<file path="config.mk">
export PLATFORM = sky130hd
export DESIGN_NAME = dtc_timer
export DESIGN_NICKNAME = d
export VERILOG_FILES = /design/src/rtl/dtc_timer.v
export VERILOG_INCLUDE_DIRS = /design/src /design/src/rtl
export SDC_FILE = /design/constraint.sdc
export NUM_CORES = 1
export LEC_CHECK = 0
export ABC_AREA = 1
export BUFFER_PORTS_ARGS = -buffer_cell sky130_fd_sc_hd__buf_2
export CAP_MARGIN = 15
export CORE_ASPECT_RATIO = 0.75
export CORE_MARGIN = 1
export CORE_UTILIZATION = 43
export DETAILED_ROUTE_END_ITERATION = 6
export SLEW_MARGIN = 20
export SYNTH_ARGS = -nofsm -noshare
export SYNTH_HDL_FRONTEND = slang
export SYNTH_SLANG_ARGS = --single-unit
</file>
<file path="constraint.sdc">
create_clock -name clk_sys -period 5.4 [get_ports clk_sys]
set_input_delay 0.27 -clock clk_sys [delete_from_list [all_inputs] [get_ports clk_sys]]
set_output_delay 0.27 -clock clk_sys [all_outputs]
set_load 0.05 [all_outputs]
</file>
<file path="src/rtl/dtc_map.vh">
// register offsets, field positions, reset values and mode codes of the dual timer
// assumes a byte-wide register port driven by the processor core on clk_sys
//
// Overview of operation
// - mode 0: 8-bit counter after 1-8 bit prescaler
// - mode 0 width defaults to 13 bits
// - mode 0 wrap to zero sets overflow flag
// - count only when run and (no gate or pin high)
// - 13-bit: high byte plus low five bits
// - setting run bit keeps count registers
// - mode 0 period 256*2^(w+1)*(div+1)
// - reload registers free scratch in unused modes
// - each timer own controls; gates at bits 7/3
// - mode 1 16-bit wrap reloads, sets flag
// - reload registers reset to zero
// - mode 1 period (65536-reload)*(div+1)
// - mode 2 low byte reloads from high byte
// - mode 2 period (256-high)*(div+1)
// - timer 1 in mode 3 holds count
// - split: t0 high byte uses t1 run, flag
// - t1 keeps running, no flag, under split
// - overflow flags set by hw, cleared on vector
// - edge flags set on edge, cleared on service
// - type bit: set falling edge, clear low level
// - mode codes 00,01,10,11
// - counter select: 0 clock, 1 count pin
// - pin sampled each clock, fall counts next cycle
`ifndef DTC_MAP_VH
`define DTC_MAP_VH
`define DTC_ADDR_CTRL 8'h88
`define DTC_ADDR_MODE 8'h89
`define DTC_ADDR_T0_LOW 8'h8a
`define DTC_ADDR_T1_LOW 8'h8b
`define DTC_ADDR_T0_HIGH 8'h8c
`define DTC_ADDR_T1_HIGH 8'h8d
`define DTC_ADDR_CTRL2 8'h91
`define DTC_ADDR_T0_RLD_LOW 8'h92
`define DTC_ADDR_T1_RLD_LOW 8'h93
`define DTC_ADDR_T0_RLD_HIGH 8'h94
`define DTC_ADDR_T1_RLD_HIGH 8'h95
`define DTC_ADDR_TICK_DIV 8'h96
`define DTC_RST_CTRL 8'h00
`define DTC_RST_MODE 8'h00
`define DTC_RST_RELOAD 8'h00
`define DTC_RST_CTRL2 8'h24
`define DTC_RST_TICK_DIV 4'h0
`define DTC_BIT_T1_OVF 7
`define DTC_BIT_T1_RUN 6
`define DTC_BIT_T0_OVF 5
`define DTC_BIT_T0_RUN 4
`define DTC_BIT_EXT1_EDGE 3
`define DTC_BIT_EXT1_TYPE 2
`define DTC_BIT_EXT0_EDGE 1
`define DTC_BIT_EXT0_TYPE 0
`define DTC_BIT_T1_GATE 7
`define DTC_BIT_T1_CSEL 6
`define DTC_BIT_T0_GATE 3
`define DTC_BIT_T0_CSEL 2
`define DTC_MODE_VAR 2'b00
`define DTC_MODE_R16 2'b01
`define DTC_MODE_R8 2'b10
`define DTC_MODE_SPLIT 2'b11
`endif

</file>
<file path="src/rtl/dtc_timer.v">
// dual 16-bit timer/counter with four modes, control, mode and count registers
// assumes the core issues one-cycle strobes on clk_sys and pulses the vector acknowledges
//
// Added by the designer: the strobed register port.
`include "dtc_map.vh"
`default_nettype none
module dtc_timer (
  // clock and reset
  input wire clk_sys,
  input wire rst,
  // register port
  input wire [7:0] reg_addr,
  input wire [7:0] reg_wdata,
  input wire reg_wr,
  input wire reg_rd,
  output reg [7:0] reg_rdata,
  // pins, asynchronous to clk_sys
  input wire ext_irq0_pin,
  input wire ext_irq1_pin,
  input wire t0_count_pin,
  input wire t1_count_pin,
  // interrupt vector acknowledges from the core
  input wire t0_vector_ack,
  input wire t1_vector_ack,
  input wire ext0_vector_ack,
  input wire ext1_vector_ack,
  // status toward the interrupt controller
  output wire t0_overflow_flag,
  output wire t1_overflow_flag,
  output wire ext0_edge_flag,
  output wire ext1_edge_flag,
  output wire ext0_level_req,
  output wire ext1_level_req
);

  reg [7:0] ctrl_q, mode_q, ctrl2_q;
  reg [3:0] tick_div_q, tick_cnt_q;
  reg [7:0] t0_low_q, t0_high_q, t1_low_q, t1_high_q;
  reg [7:0] t0_rld_low_q, t0_rld_high_q, t1_rld_low_q, t1_rld_high_q;
  reg [3:0] sync1_q, sync2_q, prev_q;
  reg [7:0] ctrl_d, t0_low_d, t0_high_d, t1_low_d, t1_high_d;
  reg t0_ovf_ev, t1_ovf_ev, th0_ovf_ev;

  // two-flop synchronisers; index 0 irq0, 1 irq1, 2 count0, 3 count1
  wire [3:0] pins_raw = {t1_count_pin, t0_count_pin, ext_irq1_pin, ext_irq0_pin};
  always @(posedge clk_sys) begin
    if (rst) begin
      sync1_q <= 4'h0;
      sync2_q <= 4'h0;
      prev_q <= 4'h0;
    end else begin
      sync1_q <= pins_raw;
      sync2_q <= sync1_q;
      prev_q <= sync2_q;
    end
  end
  // high then low on consecutive samples
  wire [3:0] fall = prev_q & ~sync2_q;

  // shared tick divider: one tick every div+1 cycles
  always @(posedge clk_sys) begin
    if (rst)
      tick_cnt_q <= 4'h0;
    else if (tick_cnt_q >= tick_div_q)
      tick_cnt_q <= 4'h0;
    else
      tick_cnt_q <= tick_cnt_q + 4'h1;
  end
  wire tick = (tick_cnt_q >= tick_div_q);

  wire [1:0] t0_mode = mode_q[1:0];
  wire [1:0] t1_mode = mode_q[5:4];
  wire split = (t0_mode == `DTC_MODE_SPLIT);
  // count gating: run and (no gate or pin high)
  wire t0_en = ctrl_q[`DTC_BIT_T0_RUN] & (~mode_q[`DTC_BIT_T0_GATE] | sync2_q[0]);
  wire t1_en = ctrl_q[`DTC_BIT_T1_RUN] & (~mode_q[`DTC_BIT_T1_GATE] | sync2_q[1]);
  // input select: clock tick or pin fall
  wire t0_inc = t0_en & (mode_q[`DTC_BIT_T0_CSEL] ? fall[2] : tick);
  wire t1_inc = t1_en & (mode_q[`DTC_BIT_T1_CSEL] ? fall[3] : tick) &
                (t1_mode != `DTC_MODE_SPLIT);
  // split high byte counts ticks under the timer 1 run bit only
  wire th0_inc = split & ctrl_q[`DTC_BIT_T1_RUN] & tick;

  // prescale widths, 3 bits each, field value w gives w+1 prescale bits
  wire [2:0] t0_psw = ctrl2_q[2:0];
  wire [2:0] t1_psw = ctrl2_q[5:3];

  // mode 0 step: low byte prescaler of w+1 bits feeds the high byte
  function [16:0] dtc_var_step;
    input [7:0] lo;
    input [7:0] hi;
    input [2:0] w;
    reg [7:0] mask;
    reg [7:0] lo_n;
    reg wrap_lo;
    begin
      mask = 8'hff >> (3'h7 - w);
      lo_n = (lo & ~mask) | ((lo + 8'h01) & mask);
      wrap_lo = ((lo & mask) == mask);
      if (wrap_lo)
        dtc_var_step = {(hi == 8'hff), hi + 8'h01, lo_n};
      else
        dtc_var_step = {1'b0, hi, lo_n};
    end
  endfunction

  // generic step for one timer in modes 0..2
  function [16:0] dtc_step;
    input [1:0] m;
    input [7:0] lo;
    input [7:0] hi;
    input [7:0] rlo;
    input [7:0] rhi;
    input [2:0] w;
    begin
      case (m)
        `DTC_MODE_VAR: dtc_step = dtc_var_step(lo, hi, w);
        `DTC_MODE_R16: begin
          if ({hi, lo} == 16'hffff)
            dtc_step = {1'b1, rhi, rlo};
          else
            dtc_step = {1'b0, {hi, lo} + 16'h0001};
        end
        `DTC_MODE_R8: begin
          if (lo == 8'hff)
            dtc_step = {1'b1, hi, hi};
          else
            dtc_step = {1'b0, hi, lo + 8'h01};
        end
        default: dtc_step = {1'b0, hi, lo + 8'h01};
      endcase
    end
  endfunction

  reg [16:0] s0, s1;
  // next count values and overflow events
  always @* begin
    s0 = dtc_step(t0_mode, t0_low_q, t0_high_q, t0_rld_low_q, t0_rld_high_q, t0_psw);
    s1 = dtc_step(t1_mode, t1_low_q, t1_high_q, t1_rld_low_q, t1_rld_high_q, t1_psw);
    t0_low_d = t0_low_q;
    t0_high_d = t0_high_q;
    t1_low_d = t1_low_q;
    t1_high_d = t1_high_q;
    t0_ovf_ev = 1'b0;
    t1_ovf_ev = 1'b0;
    th0_ovf_ev = 1'b0;
    if (split) begin
      // split: two free 8-bit halves, no reload
      if (t0_inc) begin
        t0_low_d = t0_low_q + 8'h01;
        t0_ovf_ev = (t0_low_q == 8'hff);
      end
      if (th0_inc) begin
        t0_high_d = t0_high_q + 8'h01;
        th0_ovf_ev = (t0_high_q == 8'hff);
      end
    end else if (t0_inc) begin
      t0_low_d = s0[7:0];
      t0_high_d = s0[15:8];
      t0_ovf_ev = s0[16];
    end
    if (t1_inc) begin
      t1_low_d = s1[7:0];
      t1_high_d = s1[15:8];
      t1_ovf_ev = s1[16] & ~split;
    end
  end

  wire wr_ctrl = reg_wr & (reg_addr == `DTC_ADDR_CTRL);
  wire t1_flag_set = split ? th0_ovf_ev : t1_ovf_ev;
  // edge detect on external irq pins when falling-edge type selected
  wire ext0_set = ctrl_q[`DTC_BIT_EXT0_TYPE] & fall[0];
  wire ext1_set = ctrl_q[`DTC_BIT_EXT1_TYPE] & fall[1];

  // control register: software write, hardware clear, hardware set wins last
  always @* begin
    ctrl_d = wr_ctrl ? reg_wdata : ctrl_q;
    if (t0_vector_ack)
      ctrl_d[`DTC_BIT_T0_OVF] = 1'b0;
    if (t1_vector_ack)
      ctrl_d[`DTC_BIT_T1_OVF] = 1'b0;
    if (ext0_vector_ack)
      ctrl_d[`DTC_BIT_EXT0_EDGE] = 1'b0;
    if (ext1_vector_ack)
      ctrl_d[`DTC_BIT_EXT1_EDGE] = 1'b0;
    if (t0_ovf_ev)
      ctrl_d[`DTC_BIT_T0_OVF] = 1'b1;
    if (t1_flag_set)
      ctrl_d[`DTC_BIT_T1_OVF] = 1'b1;
    if (ext0_set)
      ctrl_d[`DTC_BIT_EXT0_EDGE] = 1'b1;
    if (ext1_set)
      ctrl_d[`DTC_BIT_EXT1_EDGE] = 1'b1;
  end

  // register file; a software count write overrides the counting step
  always @(posedge clk_sys) begin
    if (rst) begin
      ctrl_q <= `DTC_RST_CTRL;
      mode_q <= `DTC_RST_MODE;
      ctrl2_q <= `DTC_RST_CTRL2;
      tick_div_q <= `DTC_RST_TICK_DIV;
      t0_low_q <= 8'h00;
      t0_high_q <= 8'h00;
      t1_low_q <= 8'h00;
      t1_high_q <= 8'h00;
      t0_rld_low_q <= `DTC_RST_RELOAD;
      t0_rld_high_q <= `DTC_RST_RELOAD;
      t1_rld_low_q <= `DTC_RST_RELOAD;
      t1_rld_high_q <= `DTC_RST_RELOAD;
    end else begin
      ctrl_q <= ctrl_d; // run bit write leaves counts alone
      t0_low_q <= t0_low_d;
      t0_high_q <= t0_high_d;
      t1_low_q <= t1_low_d;
      t1_high_q <= t1_high_d;
      if (reg_wr) begin
        case (reg_addr)
          `DTC_ADDR_MODE: mode_q <= reg_wdata;
          `DTC_ADDR_CTRL2: ctrl2_q <= {2'b00, reg_wdata[5:0]};
          `DTC_ADDR_TICK_DIV: tick_div_q <= reg_wdata[3:0];
          `DTC_ADDR_T0_LOW: t0_low_q <= reg_wdata;
          `DTC_ADDR_T0_HIGH: t0_high_q <= reg_wdata;
          `DTC_ADDR_T1_LOW: t1_low_q <= reg_wdata;
          `DTC_ADDR_T1_HIGH: t1_high_q <= reg_wdata;
          `DTC_ADDR_T0_RLD_LOW: t0_rld_low_q <= reg_wdata;
          `DTC_ADDR_T0_RLD_HIGH: t0_rld_high_q <= reg_wdata;
          `DTC_ADDR_T1_RLD_LOW: t1_rld_low_q <= reg_wdata;
          `DTC_ADDR_T1_RLD_HIGH: t1_rld_high_q <= reg_wdata;
          default: ;
        endcase
      end
    end
  end

  // read data one cycle after the strobe, zero otherwise and for unmapped addresses
  always @(posedge clk_sys) begin
    if (rst)
      reg_rdata <= 8'h00;
    else if (reg_rd) begin
      case (reg_addr)
        `DTC_ADDR_CTRL: reg_rdata <= ctrl_q;
        `DTC_ADDR_MODE: reg_rdata <= mode_q;
        `DTC_ADDR_CTRL2: reg_rdata <= ctrl2_q;
        `DTC_ADDR_TICK_DIV: reg_rdata <= {4'h0, tick_div_q};
        `DTC_ADDR_T0_LOW: reg_rdata <= t0_low_q;
        `DTC_ADDR_T0_HIGH: reg_rdata <= t0_high_q;
        `DTC_ADDR_T1_LOW: reg_rdata <= t1_low_q;
        `DTC_ADDR_T1_HIGH: reg_rdata <= t1_high_q;
        `DTC_ADDR_T0_RLD_LOW: reg_rdata <= t0_rld_low_q;
        `DTC_ADDR_T0_RLD_HIGH: reg_rdata <= t0_rld_high_q;
        `DTC_ADDR_T1_RLD_LOW: reg_rdata <= t1_rld_low_q;
        `DTC_ADDR_T1_RLD_HIGH: reg_rdata <= t1_rld_high_q;
        default: reg_rdata <= 8'h00;
      endcase
    end else
      reg_rdata <= 8'h00;
  end

  // status outputs straight from the control flops
  assign t0_overflow_flag = ctrl_q[`DTC_BIT_T0_OVF];
  assign t1_overflow_flag = ctrl_q[`DTC_BIT_T1_OVF];
  assign ext0_edge_flag = ctrl_q[`DTC_BIT_EXT0_EDGE];
  assign ext1_edge_flag = ctrl_q[`DTC_BIT_EXT1_EDGE];
  // low-level type: request follows the synchronised pin, no latch
  assign ext0_level_req = ~ctrl_q[`DTC_BIT_EXT0_TYPE] & ~sync2_q[0];
  assign ext1_level_req = ~ctrl_q[`DTC_BIT_EXT1_TYPE] & ~sync2_q[1];

endmodule
`default_nettype wire

</file>
==> results.txt <==
The run finished with clean final reports. Net switching is 26.7% of the power. The run gives 1597 as the count of placed standard cells in the final layout, fillers left out. Sum of routed wire length over all layers: 31.7 mm.

The critical path data required time is 5.73 ns, and the post-placement worst setup slack is 2.58 ns. The combined global-route utilization of all metal layers is 33.4%. Hold violation total from the final report: 0. The worst hold path begins at t1_count_pin. The total of buffers placed on input and output ports works out to 41. The start point of the critical path was tick_div_q[3]. IR analysis of the VDD net gives a maximum drop of 0.146 mV.

TritonCTS built the clock tree. On the final layout, the worst clock skew is 0.00981 ns. Ranked by instance count, the synthesized netlist is headed by 317 x nand2_1, 163 x inv_1, 147 x a21oi_1, 136 x nor2_1, 127 x nand3_1. The Yosys step of the flow raised 0 warnings. The run gives 0.552 mW as the net load switching power. Cell internal power was estimated by the tool at 1.51 mW.

The tools report the max-slew violation count as 0. The highest clock frequency the design can meet was 0.342 GHz. The first TritonRoute pass finished after 6 iterations. Setup repair after global routing left no endpoint under its margin. The initial utilization of the core area, before any placement, comes to 44.5%.

The number of flops mapped to enable cells by yosys is 0, and the cell area power density is 234 mW/mm2. For this run, the leading register cell type out of synthesis is dfxtp_1. The critical path goes through inv_1 > ha_1 > a21oi_1 > nand3_1 > o21ai_2 > inv_1 > nand2_1 > nand2_1 > nand2_1 > nor2_1. The instance count of the mapped netlist was 1331; the share of the synthesized area in the top cell type was 28.6%. The post-synthesis area per instance was 5.99 um2. The tools report the number of setup violations in the final report as 0. In this run the worst path has a maximum fanout of 17. The clock root buffer was clkbuf_16. In this run, distinct cell masters in the synthesized netlist total 37. For the worst setup path, the data arrival time is 3.25 ns. The tools report the number of buffers created by CTS as 17. For the post-route DRC violation count, the log shows 0. After floorplanning, the core was divided into 42 placement rows. The flip-flop and latch count after synthesis works out to 114. The buffering stage count on the worst path with inverters included came out at 2. Routability-driven placement finished with a final weighted congestion of 0.984. The wire-length estimate of the detail-placed layout is 23.5 mm.

The worst setup path is captured at a flip-flop. The number of hold buffers added after CTS was 0. Of the synthesized area, sequential elements account for 28.6%. Combinational logic is responsible for 4.4% of the overall power. The final instance area came out at 0.00883 mm2. In this run, the number of DRC markers left after iteration 0 of detailed routing was 1127.

Category of the most critical setup path: reg -> reg. Of the cells placed in the final design, the portion with a size suffix greater than 1 is 8.71%. The synthesized design spends more area on one cell type than any other, namely dfxtp_1. For the pin with the worst max-slew slack, the measured transition is 0.793 ns. Yosys attributes the largest share of cell area to dfxtp_1 29%, nand2_1 15%, a21oi_1 9.2%.

The worst pin sits at a relative slew slack of 47.1%. The total overflow left after global routing is 0. Via count of the first global-routing pass: 7863. After detailed routing, the number of vias per cell comes to 5.77. The number of nets produced by synthesis was 1368. The die is 159 um wide. For the number of primary I/O pins, the log shows 42. 0 antenna diodes ended up in the layout.

The path class of the tightest hold or removal check is in -> reg. In this run the number of H-tree levels came out at 4. The run gives 0 as the max capacitance violation total. Once placement finished, the instance area stood at 0.00825 mm2. The clock period minus final worst setup slack is 2.92 ns. Share of total power in sequential cells: 41.2%.

The tools report the clock network latency to the later pin of the worst-skew pair as 0.43 ns. The maximum clock insertion buffer count was 2; the number of fill cells in the layout was 1958. For the maximum number of pins on one net before global-route repair, the log shows 59. For the placeable core region, the log shows 0.0179 mm2. For the final routed database, the setup TNS stands at 0 ns.

The total number of vias was 9211; the share of synthesized registers carrying an async set or reset was 0%. The post-cts gate resize count is 0, and the die height is 120 um. The worst setup path is launched from a flip-flop. The final worst slack was 2.48 ns. The die covers 0.0191 mm2. The synthesized netlist occupies a cell area of 0.00798 mm2. The tools report the number of clock sinks seen by CTS as 114. Among all stages on the critical path, the largest delay is contributed by o21ai_2. In this design, the largest share of critical-path delay is due to compound AO/OA/AOI/OAI gates. The first global-routing pass estimated 47.9 mm of wire. Once placement completed, the tool counted placed cells totaling 1565. The run gives 3.71 nW as the leakage power. Clock-pin slew was measured on the worst setup and hold paths at 0.06 ns. Biggest cell delay along the critical path: 0.72 ns. Among all cell types in the netlist, the one instantiated most often is nand2_1. For the number of antenna violations at the first check in global routing, the log shows 1. The detail-routed net length per standard cell came out at 19.9 um. Total power for the finished layout comes to 2.07 mW. The run gives 0 as the number of setup buffers added after CTS. The worst register-to-register path begins at tick_div_q[3]. The area growth from synthesis to layout is 10.7%. The most numerous cell type found on the critical path is nand2_1.

After the last flow step, the layout net total stands at 1379. The run gives 0 as the number of routed nets with antenna violations. Of the available clock period, the critical path in the final layout requires 54.1%. The clock share of power was 54.5%.
-- area by class of cell --
cell class	instances	area [um2]	share of cell area, %
Clock inverter	15	149	1.69
Tap cell	242	303	3.43
Clock buffer	17	425	4.82
Sequential cell	114	2280	25.9
Timing Repair Buffer	45	235	2.66
Inverter	168	632	7.16
Multi-Input combinational cell	996	4800	54.4
-- through the flow --
| stage | util, % | hold slack (ns) |
|---|---|---|
| 2_1_floorplan | - | 0.377 |
| 3_3_place_gp | 46.1 | 0.390 |
| 3_5_place_dp | 46.1 | 0.397 |
| 4_1_cts | 49.3 | 0.0411 |
| 5_1_grt | 49.3 | 0.0498 |
| 6_report | 49.3 | 0.0433 |
-- layer usage --
layer  wire (um)  track usage [%]  up-vias
met5           0                0        -
met3        4420             10.6       56
met4         669             9.44        0
met2       11900             42.8      563
li1            -                -     4409
met1       14800             51.4     4183
-- worst register-to-register path: stages, from the launching register on --
cell	delay, ns
dfxtp_1	0.30
inv_1	0.06
ha_1	0.31
a21oi_1	0.24
nand3_1	0.30
o21ai_2	0.72
inv_1	0.53
nand2_1	0.18
nand2_1	0.06
nand2_1	0.06
nor2_1	0.05
-- layout by cell type (no fill, tap or decap), types with 4 or more instances in the layout --
cell       instances
a211oi_1           9
a21oi_1          147
buf_2             41
buf_4              4
clkbuf_16         17
dfxtp_1          114
ha_1               9
inv_1            162
inv_6              4
nand2_1          317
nand2_2            8
nand2_4            5
nand3_1          127
nand4_1           18
nor2_1           136
nor2_2            10
nor2_4             8
nor3_1             7
o211ai_1          14
o21ai_0          122
o21ai_1            6
o22ai_1           27
xnor2_1            4
xor2_1            12
-- final timing paths --
path / to / slack (ns) / cells past startpoint
hold / removal: sync1_q[3] / 0.04 / 3
hold reg to reg: sync2_q[1] / 0.40 / 2
setup / recovery: dtc_step.lo[0] / 2.48 / 10
setup reg to reg: dtc_step.lo[0] / 2.48 / 10
-- power groups by stage --
stage               combinational (mW)  clock (mW)  sequential, mW
finish                          0.0904        1.12           0.850
global route                    0.0969        1.17           0.850
CTS                             0.0873        1.13           0.850
detailed placement              0.0869           0           0.868
global placement                0.0868           0           0.869
floorplan                       0.0505           0           0.867
-- logic make-up (layout without fill, tap and decap cells) --
family	Yosys count	count (layout)	synth area share, %
flip-flops	114	114	28.6
AND/OR/NAND/NOR	642	642	35.1
adder cells (fa/ha/maj)	9	9	1.41
buffers and inverters	221	245	11.2
XOR/XNOR	16	16	1.76
AO/OA/AOI/OAI	329	329	21.9
Power figures use the tool's default switching activity.
